## src/core/adcrc_map.svh

```systemverilog
// Purpose: register offsets, field positions, reset values and timing counts
// Assumes: 32-bit classic wishbone, one aligned word per register
// Notes:   8-bit registers sit in the low byte lane; upper bits read as zero
`ifndef ADCRC_MAP_SVH
`define ADCRC_MAP_SVH

`define ADCRC_OFS_STATUS      8'h00
`define ADCRC_OFS_RES_HIGH    8'h04
`define ADCRC_OFS_RES_LOW     8'h08
`define ADCRC_OFS_CLK_CFG     8'h0C

`define ADCRC_STS_DONE_BIT    7
`define ADCRC_STS_IRQEN_BIT   6
`define ADCRC_STS_CONT_BIT    5
`define ADCRC_CH_OFF          5'h1F

`define ADCRC_STATUS_RESET    8'h1F
`define ADCRC_CLK_CFG_RESET   8'h00

`define ADCRC_MODE_8BIT       2'h0
`define ADCRC_MODE_10BIT      2'h1
`define ADCRC_MODE_RESERVED   2'h2
`define ADCRC_MODE_10BIT_EXT  2'h3

`define ADCRC_SAMPLE_SHORT_X10 35
`define ADCRC_SAMPLE_LONG_X10  235
`define ADCRC_SAMPLE_SHORT_CYC ((`ADCRC_SAMPLE_SHORT_X10 + 9) / 10)
`define ADCRC_SAMPLE_LONG_CYC  ((`ADCRC_SAMPLE_LONG_X10 + 9) / 10)

`define ADCRC_SAR_BITS        11
`define ADCRC_BUS_CLK_MHZ     25

`endif

```

## src/core/adcrc_pkg.sv

```systemverilog
// Purpose: shared types of the converter control block
// Assumes: field layout constants come from adcrc_map.svh
// Notes:   struct layouts match the register bit order, msb first
package adcrc_pkg;

  typedef struct packed {
    logic       low_power_config;
    logic [1:0] clock_divide_ratio;
    logic       input_clock_select;
    logic [1:0] mode;
    logic       long_sample_select;
    logic       async_clock_enable;
  } adcrc_clk_cfg_t;

  typedef struct packed {
    logic       conv_irq_enable;
    logic       continuous_convert;
    logic [4:0] channel_select;
  } adcrc_ctrl_t;

  typedef struct packed {
    logic [7:0] high;
    logic [7:0] low;
  } adcrc_result_t;

  typedef enum logic [1:0] {
    ADCRC_IDLE,
    ADCRC_SAMPLE,
    ADCRC_CONVERT
  } adcrc_sar_state_t;

endpackage

```

## src/core/adcrc_clkdiv.sv

```systemverilog
// Purpose: derive the converter clock tick from the selected input tick
// Assumes: in_tick is a one-cycle pulse per input clock period
// Notes:   counter restarts while run is low so each conversion starts aligned
`timescale 1ns/1ps
`include "adcrc_map.svh"

module adcrc_clkdiv (
  input  wire logic       clock,
  input  wire logic       resetn,
  input  wire logic       run,
  input  wire logic       in_tick,
  input  wire logic [1:0] clock_divide_ratio,
  output logic            conv_tick
);

  logic [2:0] count;
  logic [2:0] limit;

  // divide by 1, 2, 4 or 8
  function automatic logic [2:0] div_limit(input logic [1:0] code);
    unique case (code)
      2'h0: div_limit = 3'h0;
      2'h1: div_limit = 3'h1;
      2'h2: div_limit = 3'h3;
      2'h3: div_limit = 3'h7;
    endcase
  endfunction

  assign limit = div_limit(clock_divide_ratio);

  always_ff @(posedge clock or negedge resetn) begin
    if (!resetn) begin
      count <= 3'h0;
    end else if (!run) begin
      count <= 3'h0;
    end else if (in_tick) begin
      count <= (count >= limit) ? 3'h0 : count + 3'h1;
    end
  end

  always_ff @(posedge clock or negedge resetn) begin
    if (!resetn) begin
      conv_tick <= 1'b0;
    end else begin
      conv_tick <= run && in_tick && (count >= limit);
    end
  end

endmodule

```

## src/core/adcrc_sar.sv

```systemverilog
// Purpose: sample phase and successive approximation sequence
// Assumes: comp_above is high while the input is at or above dac_code
// Notes:   fractional sample times round up to whole converter cycles
`timescale 1ns/1ps
`include "adcrc_map.svh"

module adcrc_sar (
  input  wire logic                       clock,
  input  wire logic                       resetn,
  input  wire logic                       start,
  input  wire logic                       abort,
  input  wire logic                       conv_tick,
  input  wire logic                       long_sample_select,
  input  wire logic                       comp_above,
  output logic [`ADCRC_SAR_BITS-1:0]      dac_code,
  output logic                            sample_enable,
  output logic                            busy,
  output logic                            done,
  output logic [`ADCRC_SAR_BITS-1:0]      raw
);

  adcrc_pkg::adcrc_sar_state_t state;
  logic [4:0]                  sample_count;
  logic [`ADCRC_SAR_BITS-1:0]  trial_bit;
  logic [4:0]                  sample_last;

  localparam logic [4:0] SHORT_LAST = 5'(`ADCRC_SAMPLE_SHORT_CYC - 1);
  localparam logic [4:0] LONG_LAST  = 5'(`ADCRC_SAMPLE_LONG_CYC - 1);

  assign sample_last = long_sample_select ? LONG_LAST : SHORT_LAST;

  always_ff @(posedge clock or negedge resetn) begin
    if (!resetn) begin
      state         <= adcrc_pkg::ADCRC_IDLE;
      sample_count  <= 5'h00;
      trial_bit     <= '0;
      dac_code      <= '0;
      sample_enable <= 1'b0;
      busy          <= 1'b0;
      done          <= 1'b0;
      raw           <= '0;
    end else begin
      done <= 1'b0;
      if (abort || start) begin
        state         <= start ? adcrc_pkg::ADCRC_SAMPLE : adcrc_pkg::ADCRC_IDLE;
        busy          <= start;
        sample_enable <= start;
        sample_count  <= 5'h00;
        dac_code      <= '0;
      end else if (conv_tick) begin
        unique case (state)
          adcrc_pkg::ADCRC_IDLE: begin
            busy <= 1'b0;
          end
          adcrc_pkg::ADCRC_SAMPLE: begin
            if (sample_count >= sample_last) begin
              state         <= adcrc_pkg::ADCRC_CONVERT;
              sample_enable <= 1'b0;
              trial_bit     <= {1'b1, {(`ADCRC_SAR_BITS-1){1'b0}}};
              dac_code      <= {1'b1, {(`ADCRC_SAR_BITS-1){1'b0}}};
            end else begin
              sample_count <= sample_count + 5'h01;
            end
          end
          adcrc_pkg::ADCRC_CONVERT: begin
            // keep the trial bit only when the input lies at or above it
            if (trial_bit[0]) begin
              raw   <= comp_above ? dac_code : (dac_code & ~trial_bit);
              done  <= 1'b1;
              busy  <= 1'b0;
              state <= adcrc_pkg::ADCRC_IDLE;
            end else begin
              dac_code <= (comp_above ? dac_code : (dac_code & ~trial_bit))
                          | (trial_bit >> 1);
            end
            trial_bit <= trial_bit >> 1;
          end
        endcase
      end
    end
  end

endmodule

```

## src/core/adcrc_top.sv

```systemverilog
// Purpose: converter control with result interlock and clock configuration
// Assumes: classic wishbone slave, analog comparator outside, one bus clock
// Notes:   alternate and asynchronous clocks arrive as bus-clock tick pulses
//
// Contract
// - high result loaded each completion, subject to interlock, unused bits zero
// - 10-bit: high read freezes results until low read
// - completions while frozen are discarded
// - 8-bit mode has no read interlock
// - low result loaded each completion, subject to interlock
// - low-power bit selects reduced-power converter setting
// - converter clock is input divided by 1,2,4,8
// - select bit chooses bus or alternate clock
// - mode field: 8-bit, 10-bit, reserved, external trigger
// - result rounded to selected width, half-LSB error
// - sample lasts 23.5 or 3.5 converter cycles; the code rounds up to 24 or 4
// - async enable: generator runs only while converting
// - async disabled: select bit chooses, stop halts conversion
// - done flag cleared by status write or low read
// - clock config write stops continuous conversion
// - interrupt request cleared by data read or status write
//
// Implementation choices: register access over Wishbone and the placing of the registers.
`timescale 1ns/1ps
`include "adcrc_map.svh"

module adcrc_top (
  input  wire logic                   clock,
  input  wire logic                   resetn,
  input  wire logic                   wb_cyc_i,
  input  wire logic                   wb_stb_i,
  input  wire logic                   wb_we_i,
  input  wire logic [7:0]             wb_adr_i,
  input  wire logic [3:0]             wb_sel_i,
  input  wire logic [31:0]            wb_dat_i,
  output logic      [31:0]            wb_dat_o,
  output logic                        wb_ack_o,
  input  wire logic                   comp_above,
  input  wire logic                   ext_trigger,
  input  wire logic                   stop_mode,
  input  wire logic                   alt_clk_tick,
  input  wire logic                   async_clk_tick,
  output logic                        async_gen_enable,
  output logic                        low_power_config,
  output logic                        sample_enable,
  output logic [`ADCRC_SAR_BITS-1:0]  dac_code,
  output logic [4:0]                  channel_select,
  output logic                        conv_irq
);

  adcrc_pkg::adcrc_clk_cfg_t  conv_clock_config;
  adcrc_pkg::adcrc_ctrl_t     ctrl;
  adcrc_pkg::adcrc_result_t   result;
  logic                       conversion_done_flag;
  logic                       interlock;

  logic                       access;
  logic                       wr_lane0;
  logic                       wr_status;
  logic                       wr_clk_cfg;
  logic                       rd_high;
  logic                       rd_low;
  logic [7:0]                 next_rd_byte;

  logic                       in_tick;
  logic                       conv_tick;
  logic                       sar_busy;
  logic                       sar_done;
  logic [`ADCRC_SAR_BITS-1:0] sar_raw;
  logic                       start;
  logic                       abort;
  logic                       stop_halt;
  logic                       channel_on;
  logic                       mode_10bit;
  logic                       transfer;
  logic [9:0]                 rounded;

  // round the 11-bit approximation to 8 or 10 bits, saturating at full scale
  function automatic logic [9:0] round_result(input logic [10:0] raw_code,
                                              input logic        ten_bit);
    logic [11:0] sum;
    sum = 12'h000;
    if (ten_bit) begin
      sum = {1'b0, raw_code} + 12'h001;
      round_result = sum[11] ? 10'h3FF : sum[10:1];
    end else begin
      sum = {1'b0, raw_code} + 12'h004;
      round_result = sum[11] ? 10'h0FF : {2'h0, sum[10:3]};
    end
  endfunction

  // bus decode: every request is answered in the cycle after it is seen
  assign access     = wb_cyc_i && wb_stb_i && !wb_ack_o;
  assign wr_lane0   = access && wb_we_i && wb_sel_i[0];
  assign wr_status  = wr_lane0 && (wb_adr_i == `ADCRC_OFS_STATUS);
  assign wr_clk_cfg = wr_lane0 && (wb_adr_i == `ADCRC_OFS_CLK_CFG);
  assign rd_high    = access && !wb_we_i && (wb_adr_i == `ADCRC_OFS_RES_HIGH);
  assign rd_low     = access && !wb_we_i && (wb_adr_i == `ADCRC_OFS_RES_LOW);

  always_comb begin
    next_rd_byte = 8'h00;
    unique case (wb_adr_i)
      `ADCRC_OFS_STATUS:   next_rd_byte = {conversion_done_flag, ctrl};
      `ADCRC_OFS_RES_HIGH: next_rd_byte = result.high;
      `ADCRC_OFS_RES_LOW:  next_rd_byte = result.low;
      `ADCRC_OFS_CLK_CFG:  next_rd_byte = conv_clock_config;
      default:             next_rd_byte = 8'h00;
    endcase
  end

  always_ff @(posedge clock or negedge resetn) begin
    if (!resetn) begin
      wb_ack_o <= 1'b0;
      wb_dat_o <= 32'h0000_0000;
    end else begin
      wb_ack_o <= access;
      if (access) begin
        wb_dat_o <= wb_we_i ? 32'h0000_0000 : {24'h00_0000, next_rd_byte};
      end
    end
  end

  // clock configuration register
  always_ff @(posedge clock or negedge resetn) begin
    if (!resetn) begin
      conv_clock_config <= `ADCRC_CLK_CFG_RESET;
    end else if (wr_clk_cfg) begin
      conv_clock_config <= wb_dat_i[7:0];
    end
  end

  assign mode_10bit = conv_clock_config.mode != `ADCRC_MODE_8BIT;
  assign channel_on = ctrl.channel_select != `ADCRC_CH_OFF;
  // stop without the asynchronous clock aborts conversion and clears continuous mode
  assign stop_halt  = stop_mode && !conv_clock_config.async_clock_enable;

  // status and control register
  always_ff @(posedge clock or negedge resetn) begin
    if (!resetn) begin
      ctrl <= 7'(`ADCRC_STATUS_RESET);
    end else if (wr_status) begin
      ctrl <= wb_dat_i[6:0];
    end else if (wr_clk_cfg || stop_halt) begin
      ctrl.continuous_convert <= 1'b0;
    end
  end

  always_ff @(posedge clock or negedge resetn) begin
    if (!resetn) begin
      channel_select <= `ADCRC_CH_OFF;
    end else begin
      channel_select <= ctrl.channel_select;
    end
  end

  // conversion start and abort
  always_comb begin
    start = 1'b0;
    unique case (conv_clock_config.mode)
      `ADCRC_MODE_8BIT, `ADCRC_MODE_10BIT: begin
        start = wr_status && (wb_dat_i[4:0] != `ADCRC_CH_OFF);
        if (sar_done && ctrl.continuous_convert && channel_on && !stop_halt) begin
          start = 1'b1;
        end
      end
      `ADCRC_MODE_10BIT_EXT: begin
        start = ext_trigger && channel_on && !sar_busy && !stop_halt && !wr_status;
      end
      `ADCRC_MODE_RESERVED: begin
        start = 1'b0;
      end
    endcase
  end

  assign abort = (wr_status || stop_halt) && !start;

  // input clock selection; async clock has priority when enabled
  always_comb begin
    if (conv_clock_config.async_clock_enable) begin
      in_tick = async_clk_tick;
    end else if (conv_clock_config.input_clock_select) begin
      in_tick = 1'b1;
    end else begin
      in_tick = alt_clk_tick;
    end
  end

  // generator runs only while a conversion is under way, to save power
  always_ff @(posedge clock or negedge resetn) begin
    if (!resetn) begin
      async_gen_enable <= 1'b0;
    end else begin
      async_gen_enable <= conv_clock_config.async_clock_enable && (sar_busy || start);
    end
  end

  always_ff @(posedge clock or negedge resetn) begin
    if (!resetn) begin
      low_power_config <= 1'b0;
    end else begin
      low_power_config <= conv_clock_config.low_power_config;
    end
  end

  adcrc_clkdiv u_clkdiv (
    .clock              (clock),
    .resetn             (resetn),
    .run                (sar_busy),
    .in_tick            (in_tick),
    .clock_divide_ratio (conv_clock_config.clock_divide_ratio),
    .conv_tick          (conv_tick)
  );

  adcrc_sar u_sar (
    .clock              (clock),
    .resetn             (resetn),
    .start              (start),
    .abort              (abort),
    .conv_tick          (conv_tick),
    .long_sample_select (conv_clock_config.long_sample_select),
    .comp_above         (comp_above),
    .dac_code           (dac_code),
    .sample_enable      (sample_enable),
    .busy               (sar_busy),
    .done               (sar_done),
    .raw                (sar_raw)
  );

  // result transfer
  assign rounded  = round_result(sar_raw, mode_10bit);
  assign transfer = sar_done && !(mode_10bit && interlock);

  always_ff @(posedge clock or negedge resetn) begin
    if (!resetn) begin
      result <= 16'h0000;
    end else if (transfer) begin
      // writes to these addresses never reach here
      if (mode_10bit) begin
        result.high <= {6'h00, rounded[9:8]};
      end else begin
        result.high <= 8'h00;
      end
      result.low <= rounded[7:0];
    end
  end

  // interlock only exists in 10-bit modes
  always_ff @(posedge clock or negedge resetn) begin
    if (!resetn) begin
      interlock <= 1'b0;
    end else if (!mode_10bit) begin
      interlock <= 1'b0;
    end else if (rd_high) begin
      interlock <= 1'b1;
    end else if (rd_low) begin
      interlock <= 1'b0;
    end
  end

  // completion wins over a clear in the same cycle
  always_ff @(posedge clock or negedge resetn) begin
    if (!resetn) begin
      conversion_done_flag <= 1'b0;
    end else if (transfer) begin
      conversion_done_flag <= 1'b1;
    end else if (wr_status || rd_low) begin
      conversion_done_flag <= 1'b0;
    end
  end

  always_ff @(posedge clock or negedge resetn) begin
    if (!resetn) begin
      conv_irq <= 1'b0;
    end else if (transfer && ctrl.conv_irq_enable) begin
      conv_irq <= 1'b1;
    end else if (wr_status || rd_low || rd_high || !ctrl.conv_irq_enable) begin
      conv_irq <= 1'b0;
    end
  end

endmodule

```

## config.mk

```make
export PLATFORM = sky130hd
export DESIGN_NAME = adcrc_top
export DESIGN_NICKNAME = d
export VERILOG_FILES = /design/src/core/adcrc_pkg.sv /design/src/core/adcrc_clkdiv.sv /design/src/core/adcrc_sar.sv /design/src/core/adcrc_top.sv
export VERILOG_INCLUDE_DIRS = /design/src /design/src/core
export SDC_FILE = /design/constraint.sdc
export NUM_CORES = 1
export LEC_CHECK = 0
export ABC_AREA = 1
export BUFFER_PORTS_ARGS = -buffer_cell sky130_fd_sc_hd__buf_2
export CAP_MARGIN = 20
export CORE_UTILIZATION = 55
export CTS_BUF_LIST = sky130_fd_sc_hd__clkbuf_16
export CTS_CLUSTER_SIZE = 16
export DETAILED_ROUTE_END_ITERATION = 7
export MAX_ROUTING_LAYER = met4
export PLACE_DENSITY = 0.86
export SYNTH_ARGS = -nofsm -noshare
export SYNTH_HDL_FRONTEND = slang
export SYNTH_SLANG_ARGS = --single-unit
```

## constraint.sdc

```tcl
create_clock -name clock -period 2.7 [get_ports clock]
set_clock_uncertainty 0.2 [all_clocks]
set_input_delay 0.405 -clock clock [delete_from_list [all_inputs] [get_ports clock]]
set_output_delay 0.405 -clock clock [all_outputs]
set_load 0.02 [all_outputs]
```

==> results of run 1 <==
## placed cells by master, fill, tap and decap left out, types with 12 or more instances in the layout
cell type,Yosys,routed
sky130_fd_sc_hd__nand2_1,197,196
sky130_fd_sc_hd__nor2_1,35,35
sky130_fd_sc_hd__ha_1,12,12
sky130_fd_sc_hd__conb_1,1,24
sky130_fd_sc_hd__inv_1,60,61
sky130_fd_sc_hd__o21ai_0,55,55
sky130_fd_sc_hd__dfrtp_1,81,81
sky130_fd_sc_hd__buf_2,2,54
sky130_fd_sc_hd__nand4_1,12,12
sky130_fd_sc_hd__nand2_2,12,13
sky130_fd_sc_hd__nand3_1,43,43
## metal layers
layer	part of all wire	track usage
met5	0	-
met2	0.49	0.4534
met3	0.058	0.03364
met1	0.42	0.3128
met4	0.029	0.1183
## report_power, final
group	switching [mW]	internal, mW
Clock	0.554	0.687
Combinational	0.115	0.0366
Sequential	0.00368	1.37
Total	0.672	2.09
## repair_timing
item,in CTS,in global routing
hold buffers,1,0
gates resized for setup,0,1
setup endpoints to repair,0,4
endpoints found under the hold margin,22,0
## flip-flops by register name, summed over array words and instances (netlist names)
register              count
conv_clock_config         8
u_sar.sample_count        5
low_power_config          1
result                   10
u_clkdiv.count            3
u_clkdiv.conv_tick        1
wb_dat_o                  8
u_sar.busy                1
ctrl                      7
channel_select            5
conv_irq                  1
u_sar.dac_code           11
async_gen_enable          1
conversion_done_flag      1
u_sar.sample_enable       1
interlock                 1
wb_ack_o                  1
u_sar.state               2
u_sar.done                1
u_sar.trial_bit          11
u_sar.raw                11
## cells in the mapped netlist
master / instances
sky130_fd_sc_hd__a21boi_0: 2
sky130_fd_sc_hd__a21boi_4: 1
sky130_fd_sc_hd__a21oi_1: 8
sky130_fd_sc_hd__a31o_2: 1
sky130_fd_sc_hd__a31oi_1: 1
sky130_fd_sc_hd__buf_1: 1
sky130_fd_sc_hd__buf_2: 2
sky130_fd_sc_hd__buf_4: 28
sky130_fd_sc_hd__buf_6: 2
sky130_fd_sc_hd__buf_8: 1
sky130_fd_sc_hd__clkbuf_1: 7
sky130_fd_sc_hd__clkbuf_2: 2
sky130_fd_sc_hd__conb_1: 1
sky130_fd_sc_hd__dfrtp_1: 81
sky130_fd_sc_hd__dfstp_2: 10
sky130_fd_sc_hd__ha_1: 12
sky130_fd_sc_hd__inv_1: 60
sky130_fd_sc_hd__inv_2: 1
sky130_fd_sc_hd__inv_6: 1
sky130_fd_sc_hd__nand2_1: 197
sky130_fd_sc_hd__nand2_2: 12
sky130_fd_sc_hd__nand2_4: 2
sky130_fd_sc_hd__nand2_8: 3
sky130_fd_sc_hd__nand3_1: 43
sky130_fd_sc_hd__nand3_2: 2
sky130_fd_sc_hd__nand3_4: 1
sky130_fd_sc_hd__nand3b_1: 1
sky130_fd_sc_hd__nand4_1: 12
sky130_fd_sc_hd__nor2_1: 35
sky130_fd_sc_hd__nor2_2: 1
sky130_fd_sc_hd__nor2_4: 5
sky130_fd_sc_hd__nor3_1: 7
sky130_fd_sc_hd__nor4_1: 3
sky130_fd_sc_hd__nor4_2: 1
sky130_fd_sc_hd__o211ai_1: 9
sky130_fd_sc_hd__o21ai_0: 55
sky130_fd_sc_hd__o21ai_2: 10
sky130_fd_sc_hd__or2_2: 2
sky130_fd_sc_hd__xnor2_1: 1
sky130_fd_sc_hd__xor2_1: 10
## logic make-up after synthesis
family                   share of synthesized area
AO/OA/AOI/OAI                               0.1018
adder cells (fa/ha/maj)                    0.02944
buffers and inverters                       0.1050
AND/OR/NAND/NOR                             0.2951
flip-flops                                  0.4490
other                                    0.0007353
XOR/XNOR                                   0.01889
## layout make-up
class	count	area, sq um	share of cell area
Clock buffer	10	250.2	0.04392
Inverter	62	237.7	0.04172
Multi-Input combinational cell	461	2364	0.4148
Clock inverter	6	46.29	0.008125
Tap cell	108	135.1	0.02372
Timing Repair Buffer	66	375.4	0.06588
Sequential cell	91	2290	0.4018
## worst reg2reg max path: stages (launching register included)
cell and delay [ns]:
sky130_fd_sc_hd__dfrtp_1 0.37, sky130_fd_sc_hd__inv_1 0.16, sky130_fd_sc_hd__ha_1 0.28, sky130_fd_sc_hd__inv_1 0.10, sky130_fd_sc_hd__o21ai_0 0.08, sky130_fd_sc_hd__nor2_1 0.17
sky130_fd_sc_hd__nand4_1 0.14, sky130_fd_sc_hd__nand2_1 0.17, sky130_fd_sc_hd__nand3_2 0.21, sky130_fd_sc_hd__nand2_2 0.27, sky130_fd_sc_hd__nand2_1 0.09, sky130_fd_sc_hd__nand2_1 0.07
## worst paths after layout
| path | start | to | slack, ns | depth (start not counted) |
|---|---|---|---|---|
| hold / removal | wb_dat_i[2] | ctrl[2] | 0.11 | 3 |
| hold reg to reg | ctrl[4] | channel_select[4] | 0.19 | 0 |
| setup reg to reg | conv_clock_config[1] | u_sar.dac_code[9] | 0.32 | 11 |
| setup / recovery | conv_clock_config[1] | u_sar.dac_code[9] | 0.32 | 11 |
| min in group asynchronous | resetn | low_power_config | 0.33 | 2 |
| max in group asynchronous | resetn | ctrl[0] | 1.29 | 3 |
==> metrics.txt, run 1 <==
# TYPE chip_impl_metric gauge
chip_impl_metric{name="buffers_and_inverters_on_the_worst_path",unit=""} 2
chip_impl_metric{name="synthesis.area_per_instance",unit="sq um"} 8.044
chip_impl_metric{name="setup_slack",unit="ns"} 0.3236
chip_impl_metric{name="holdWs",unit="ns"} 0.1069
chip_impl_metric{name="final.min_clock_period",unit="ns"} 2.376
chip_impl_info{name="critPathKind",value="reg2reg"} 1
chip_impl_metric{name="die-width",unit="um"} 98.30
chip_impl_info{name="tritoncts",value="done"} 1
chip_impl_metric{name="static-leakage-power",unit="nW"} 2.922
chip_impl_metric{name="required",unit="ns"} 2.77
chip_impl_metric{name="globalplace.congestion",unit=""} 0.9117
chip_impl_metric{name="ys_seq_elements",unit=""} 91
chip_impl_metric{name="post-dp-hpwl",unit="mm"} 8.435
chip_impl_info{name="crit_path_frequent_cell",value="sky130_fd_sc_hd__nand2_1"} 1
chip_impl_metric{name="syn-instance-count",unit=""} 634
chip_impl_metric{name="design.core.area",unit="sq mm"} 0.008848
chip_impl_metric{name="inserted_clock_buffers",unit=""} 9
chip_impl_metric{name="worst_ir_drop_on_vdd",unit="V"} 0.0003083
chip_impl_metric{name="detail_route.first_pass.iterations",unit=""} 8
chip_impl_metric{name="dp_slack",unit="ns"} 0.2274
chip_impl_metric{name="cts.sinks",unit=""} 91
chip_impl_metric{name="setup_violation_total_in_the_final_timing_report",unit=""} 0
chip_impl_metric{name="slew_headroom",unit=""} 0.6192
chip_impl_info{name="clockRootBuffer",value="sky130_fd_sc_hd__clkbuf_16"} 1
chip_impl_info{name="end_kind",value="flop"} 1
chip_impl_metric{name="drt_iter0_markers",unit=""} 315
chip_impl_metric{name="htree_levels",unit=""} 3
chip_impl_metric{name="finalCritPeriodShare",unit=""} 0.8802
chip_impl_info{name="hold_path.class",value="in2reg"} 1
chip_impl_metric{name="drcViolationCount",unit=""} 10
chip_impl_metric{name="antennaDiodeCount",unit=""} 0
chip_impl_metric{name="max-clock-path-buffers",unit=""} 2
chip_impl_metric{name="antenna_violations_before_repair",unit=""} 0
chip_impl_metric{name="grt_first_pass_wirelength",unit="mm"} 19.97
chip_impl_metric{name="design.portCount",unit=""} 107
chip_impl_metric{name="fp.dieArea",unit="sq mm"} 0.009662
chip_impl_metric{name="synth.yosys.seq_area_share",unit=""} 0.4490
chip_impl_info{name="worst_setup_path_start_kind",value="flop"} 1
chip_impl_metric{name="place.detailed.instances",unit=""} 787
chip_impl_metric{name="ant_nets",unit=""} 0
chip_impl_metric{name="global_route.usage.total",unit=""} 0.2647
chip_impl_metric{name="total_grt_overflow",unit=""} 0
chip_impl_metric{name="postRouteWirelength",unit="mm"} 11.71
chip_impl_info{name="outcome",value="finished with violations"} 1
chip_impl_metric{name="worstPathArrival",unit="ns"} 2.45
chip_impl_metric{name="finalMaxSlewViolations",unit=""} 0
chip_impl_metric{name="grt_max_degree",unit=""} 62
chip_impl_metric{name="maxClockFrequency",unit="MHz"} 420.8
chip_impl_metric{name="synthDominantCellAreaShare",unit=""} 0.3974
chip_impl_info{name="synth_area_leaders",value="sky130_fd_sc_hd__dfrtp_1 (40%), sky130_fd_sc_hd__nand2_1 (14%), sky130_fd_sc_hd__o21ai_0 (5.4%)"} 1
chip_impl_info{name="worst_path_dominant_cell_family",value="simple AND/OR/NAND/NOR gates"} 1
chip_impl_info{name="crit_path_top_delay_cell",value="sky130_fd_sc_hd__dfrtp_1"} 1
chip_impl_metric{name="critical_path_peak_fanout",unit=""} 11
chip_impl_metric{name="start_util",unit=""} 0.5764
chip_impl_metric{name="fraction_of_final_layout_cells_sized_beyond_drive_strength_1",unit=""} 0.1925
chip_impl_metric{name="yosys_warnings",unit=""} 0
chip_impl_metric{name="clk_slew_on_worst_s_h_paths",unit="ns"} 0.07
chip_impl_metric{name="clock_latency",unit="ns"} 0.34
chip_impl_metric{name="synth.lib_cells_used.distinct",unit=""} 40
chip_impl_metric{name="total_power",unit="mW"} 2.765
chip_impl_metric{name="rows",unit=""} 34
chip_impl_metric{name="power_per_cell_area",unit="mW/mm^2"} 485.3
chip_impl_info{name="synthDominantAreaCellType",value="sky130_fd_sc_hd__dfrtp_1"} 1
chip_impl_metric{name="route.detailed.wl_per_inst",unit="um"} 14.56
chip_impl_info{name="critical_path_cell_by_cell",value="inv_1 > ha_1 > inv_1 > o21ai_0 > nor2_1 > nand4_1 > nand2_1 > nand3_2 > nand2_2 > nand2_1 > nand2_1"} 1
chip_impl_info{name="violations",value="design-rule violations"} 1
chip_impl_metric{name="worst_slew_pin_slew",unit="ns"} 0.5668
chip_impl_info{name="grt_setup_unrepaired",value="no"} 1
chip_impl_metric{name="buffer_ports.inserted",unit=""} 55
chip_impl_metric{name="hold_viol",unit=""} 0
chip_impl_metric{name="final_cells",unit=""} 804
chip_impl_metric{name="cap_violations",unit=""} 0
chip_impl_metric{name="flow.area_growth_from_synthesis",unit="%"} 11.73
chip_impl_metric{name="synth_area",unit="sq mm"} 0.005100
chip_impl_metric{name="die-height",unit="um"} 98.30
chip_impl_metric{name="place_area",unit="sq mm"} 0.005389
chip_impl_metric{name="cts_setup_buffers",unit=""} 0
chip_impl_metric{name="post_route_utilization",unit=""} 0.6439
chip_impl_metric{name="finalNetCount",unit=""} 757
chip_impl_metric{name="drt-vias-per-instance",unit=""} 5.470
chip_impl_metric{name="fillerInstances",unit=""} 706
chip_impl_metric{name="detailroute.via_count",unit=""} 4398
chip_impl_metric{name="number_of_global_route_vias_before_repair",unit=""} 4392
chip_impl_metric{name="critPathMaxStageDelay",unit="ns"} 0.37
chip_impl_metric{name="fin_setup_tns",unit="ns"} 0
chip_impl_metric{name="final_design_area_no_fill",unit="sq mm"} 0.005698
(Power assumes the default switching activity.)
==> run 2, diff against run 1 <==
--- a/config.mk
+++ b/config.mk
@@ -14,7 +14,7 @@
 export CTS_CLUSTER_SIZE = 16
 export DETAILED_ROUTE_END_ITERATION = 7
 export MAX_ROUTING_LAYER = met4
-export PLACE_DENSITY = 0.86
+export PLACE_DENSITY_LB_ADDON = 0.12
 export SYNTH_ARGS = -nofsm -noshare
 export SYNTH_HDL_FRONTEND = slang
 export SYNTH_SLANG_ARGS = --single-unit
==> run 2 against run 1 <==
  * The flow still finishes with violations (design-rule violations)
  * Worst hold slack gained 0.0040 ns
  * Sequential share of layout area unchanged
  * Combinational power is essentially flat
  * Global-route usage fell by 1.4 points
  * Count of clock-buffer cells in the layout decreased by 1
  * Sequential power about the same
  * Cell count up 0.37%
  * Via count decreased by 3.6%
  * Non-clock buffer count up 3
  * Clock power shrank 5%
  * Register-to-register slack better by 0.03 ns
  * Routed wire length is 6.3% lower
  * Critical endpoint unchanged
  * Largest cell class unchanged
==> metrics.txt, run 2 (same netlist as run 1, synthesis figures left out) <==
# TYPE chip_impl_metric gauge
chip_impl_metric{name="static-leakage-power",unit="nW"} 2.928
chip_impl_metric{name="clk_slew_on_worst_s_h_paths",unit="ns"} 0.07
chip_impl_metric{name="finalNetCount",unit=""} 760
chip_impl_metric{name="worst_ir_drop_on_vdd",unit="V"} 0.0003139
chip_impl_metric{name="netSwitchingPower",unit="mW"} 0.6666
chip_impl_metric{name="maxClockFrequency",unit="MHz"} 425.8
chip_impl_metric{name="fp.dieArea",unit="sq mm"} 0.009662
chip_impl_metric{name="number_of_global_route_vias_before_repair",unit=""} 4084
chip_impl_metric{name="power_per_cell_area",unit="mW/mm^2"} 474.9
chip_impl_metric{name="p_comb_frac",unit=""} 0.057
chip_impl_metric{name="grt_max_degree",unit=""} 39
chip_impl_info{name="reg_top3",value="u_sar.dac_code x11, u_sar.raw x11, u_sar.trial_bit x11"} 1
chip_impl_metric{name="antennaDiodeCount",unit=""} 0
chip_impl_metric{name="max-clock-path-buffers",unit=""} 2
chip_impl_metric{name="detail_route.first_pass.iterations",unit=""} 8
chip_impl_metric{name="design.core.area",unit="sq mm"} 0.008848
chip_impl_metric{name="holdWs",unit="ns"} 0.1109
chip_impl_info{name="layout_commonest_cell",value="sky130_fd_sc_hd__nand2_1"} 1
chip_impl_info{name="worst_setup_path_start_kind",value="flop"} 1
chip_impl_metric{name="finalCritPeriodShare",unit=""} 0.8699
chip_impl_info{name="critPathKind",value="reg2reg"} 1
chip_impl_metric{name="post_route_utilization",unit=""} 0.6439
chip_impl_info{name="grt_setup_unrepaired",value="no"} 1
chip_impl_info{name="tritoncts",value="done"} 1
chip_impl_metric{name="drcViolationCount",unit=""} 7
chip_impl_metric{name="route.detailed.wl_per_inst",unit="um"} 13.59
chip_impl_metric{name="finalMaxSlewViolations",unit=""} 0
chip_impl_metric{name="buffer_ports.inserted",unit=""} 55
chip_impl_metric{name="fin_setup_tns",unit="ns"} 0
chip_impl_metric{name="antenna_violations_before_repair",unit=""} 0
chip_impl_metric{name="ant_nets",unit=""} 0
chip_impl_info{name="clockRootBuffer",value="sky130_fd_sc_hd__clkbuf_16"} 1
chip_impl_metric{name="power.share.switching",unit=""} 0.2463
chip_impl_metric{name="cts.sinks",unit=""} 91
chip_impl_metric{name="start_util",unit=""} 0.5764
chip_impl_metric{name="hold_viol",unit=""} 0
chip_impl_metric{name="clock_latency",unit="ns"} 0.34
chip_impl_metric{name="drt-vias-per-instance",unit=""} 5.254
chip_impl_metric{name="fraction_of_final_layout_cells_sized_beyond_drive_strength_1",unit=""} 0.1946
chip_impl_metric{name="die-height",unit="um"} 98.30
chip_impl_metric{name="globalplace.congestion",unit=""} 0.8860
chip_impl_metric{name="rows",unit=""} 34
chip_impl_metric{name="detailroute.via_count",unit=""} 4240
chip_impl_metric{name="worstPathArrival",unit="ns"} 2.43
chip_impl_metric{name="global_route.usage.total",unit=""} 0.2512
chip_impl_metric{name="design.portCount",unit=""} 107
chip_impl_metric{name="slew_headroom",unit=""} 0.6133
chip_impl_metric{name="clock_power_share",unit=""} 0.436
chip_impl_metric{name="post-dp-hpwl",unit="mm"} 8.105
chip_impl_metric{name="place.detailed.instances",unit=""} 790
chip_impl_metric{name="inserted_clock_buffers",unit=""} 9
chip_impl_info{name="end_kind",value="flop"} 1
chip_impl_info{name="hold_path.class",value="in2reg"} 1
chip_impl_metric{name="postRouteWirelength",unit="mm"} 10.97
chip_impl_metric{name="final.min_clock_period",unit="ns"} 2.349
chip_impl_info{name="final_cell_mix",value="sky130_fd_sc_hd__nand2_1 (197), sky130_fd_sc_hd__dfrtp_1 (81), sky130_fd_sc_hd__inv_1 (61)"} 1
chip_impl_metric{name="critical_path_peak_fanout",unit=""} 11
chip_impl_metric{name="grt_first_pass_wirelength",unit="mm"} 18.80
chip_impl_metric{name="post_cts_resize_count",unit=""} 0
chip_impl_info{name="outcome",value="finished with violations"} 1
chip_impl_metric{name="total_grt_overflow",unit=""} 0
chip_impl_metric{name="flow.area_growth_from_synthesis",unit="%"} 11.73
chip_impl_metric{name="drt_iter0_markers",unit=""} 194
chip_impl_metric{name="part_of_the_power_in_registers",unit=""} 0.507
chip_impl_metric{name="p_int",unit="mW"} 2.039
chip_impl_metric{name="worst_slew_pin_slew",unit="ns"} 0.5757
chip_impl_metric{name="required",unit="ns"} 2.78
chip_impl_metric{name="die-width",unit="um"} 98.30
chip_impl_metric{name="cap_violations",unit=""} 0
chip_impl_info{name="violations",value="design-rule violations"} 1
chip_impl_metric{name="final_cells",unit=""} 807
chip_impl_metric{name="htree_levels",unit=""} 3
chip_impl_metric{name="setup_violation_total_in_the_final_timing_report",unit=""} 0
-- run 2: per-layer routing --
layer,GRT usage,share of wire
met4,0.08840,0.016
met1,0.3274,0.44
met5,-,0
met2,0.4020,0.49
met3,0.03722,0.051
-- run 2: path summary, 6_finish.rpt --
| check | start | to | slack, ns | depth (start not counted) |
|---|---|---|---|---|
| max in group asynchronous | resetn | result[3] | 1.32 | 3 |
| worst max-delay path | conv_clock_config[1] | u_sar.dac_code[9] | 0.35 | 11 |
| worst min register to register | conv_clock_config[7] | low_power_config | 0.18 | 0 |
| min in group asynchronous | resetn | low_power_config | 0.37 | 2 |
| worst max register to register | conv_clock_config[1] | u_sar.dac_code[9] | 0.35 | 11 |
| worst min-delay path | wb_dat_i[7] | conv_clock_config[7] | 0.11 | 3 |
-- run 2: power by group through the flow --
stage	logic [mW]	clock network (mW)	registers [mW]
global route	0.171	1.26	1.37
detailed placement	0.153	0	1.40
finish	0.153	1.18	1.37
floorplan	0.105	0	1.40
CTS	0.155	1.20	1.37
global placement	0.151	0	1.40
-- run 2: layout make-up --
type,count,area (sq um)
Clock buffer,9,225.2
Multi-Input combinational cell,461,2361
Tap cell,108,135.1
Sequential cell,91,2290
Fill cell,770,3151
Inverter,62,237.7
Clock inverter,7,51.30
Timing Repair Buffer,69,397.9
-- run 2: repair_timing --
action                    in CTS  in global routing
hold buffers                   1                  0
hold endpoints to repair      25                  0
setup buffers                  0                  0
-- run 2: critical path, stage by stage (launching register included) --
cell,delay (ns)
sky130_fd_sc_hd__dfrtp_1,0.37
sky130_fd_sc_hd__inv_1,0.17
sky130_fd_sc_hd__ha_1,0.28
sky130_fd_sc_hd__inv_1,0.09
sky130_fd_sc_hd__o21ai_0,0.08
sky130_fd_sc_hd__nor2_1,0.16
sky130_fd_sc_hd__nand4_1,0.14
sky130_fd_sc_hd__nand2_1,0.17
sky130_fd_sc_hd__nand3_2,0.10
sky130_fd_sc_hd__nand2_1,0.34
sky130_fd_sc_hd__nand2_1,0.10
sky130_fd_sc_hd__nand2_1,0.07
-- run 2: metrics by stage --
stage | worst slack, ns | instance area (sq um) | power, mW
CTS | 0.3853 | 5698 | 2.724
global route | 0.1589 | 5698 | 2.800
global placement | 0.3912 | 5411 | 1.549
detailed placement | 0.3483 | 5411 | 1.551
finish | 0.3512 | 5698 | 2.706
floorplan | 0.7373 | 5186 | 1.507
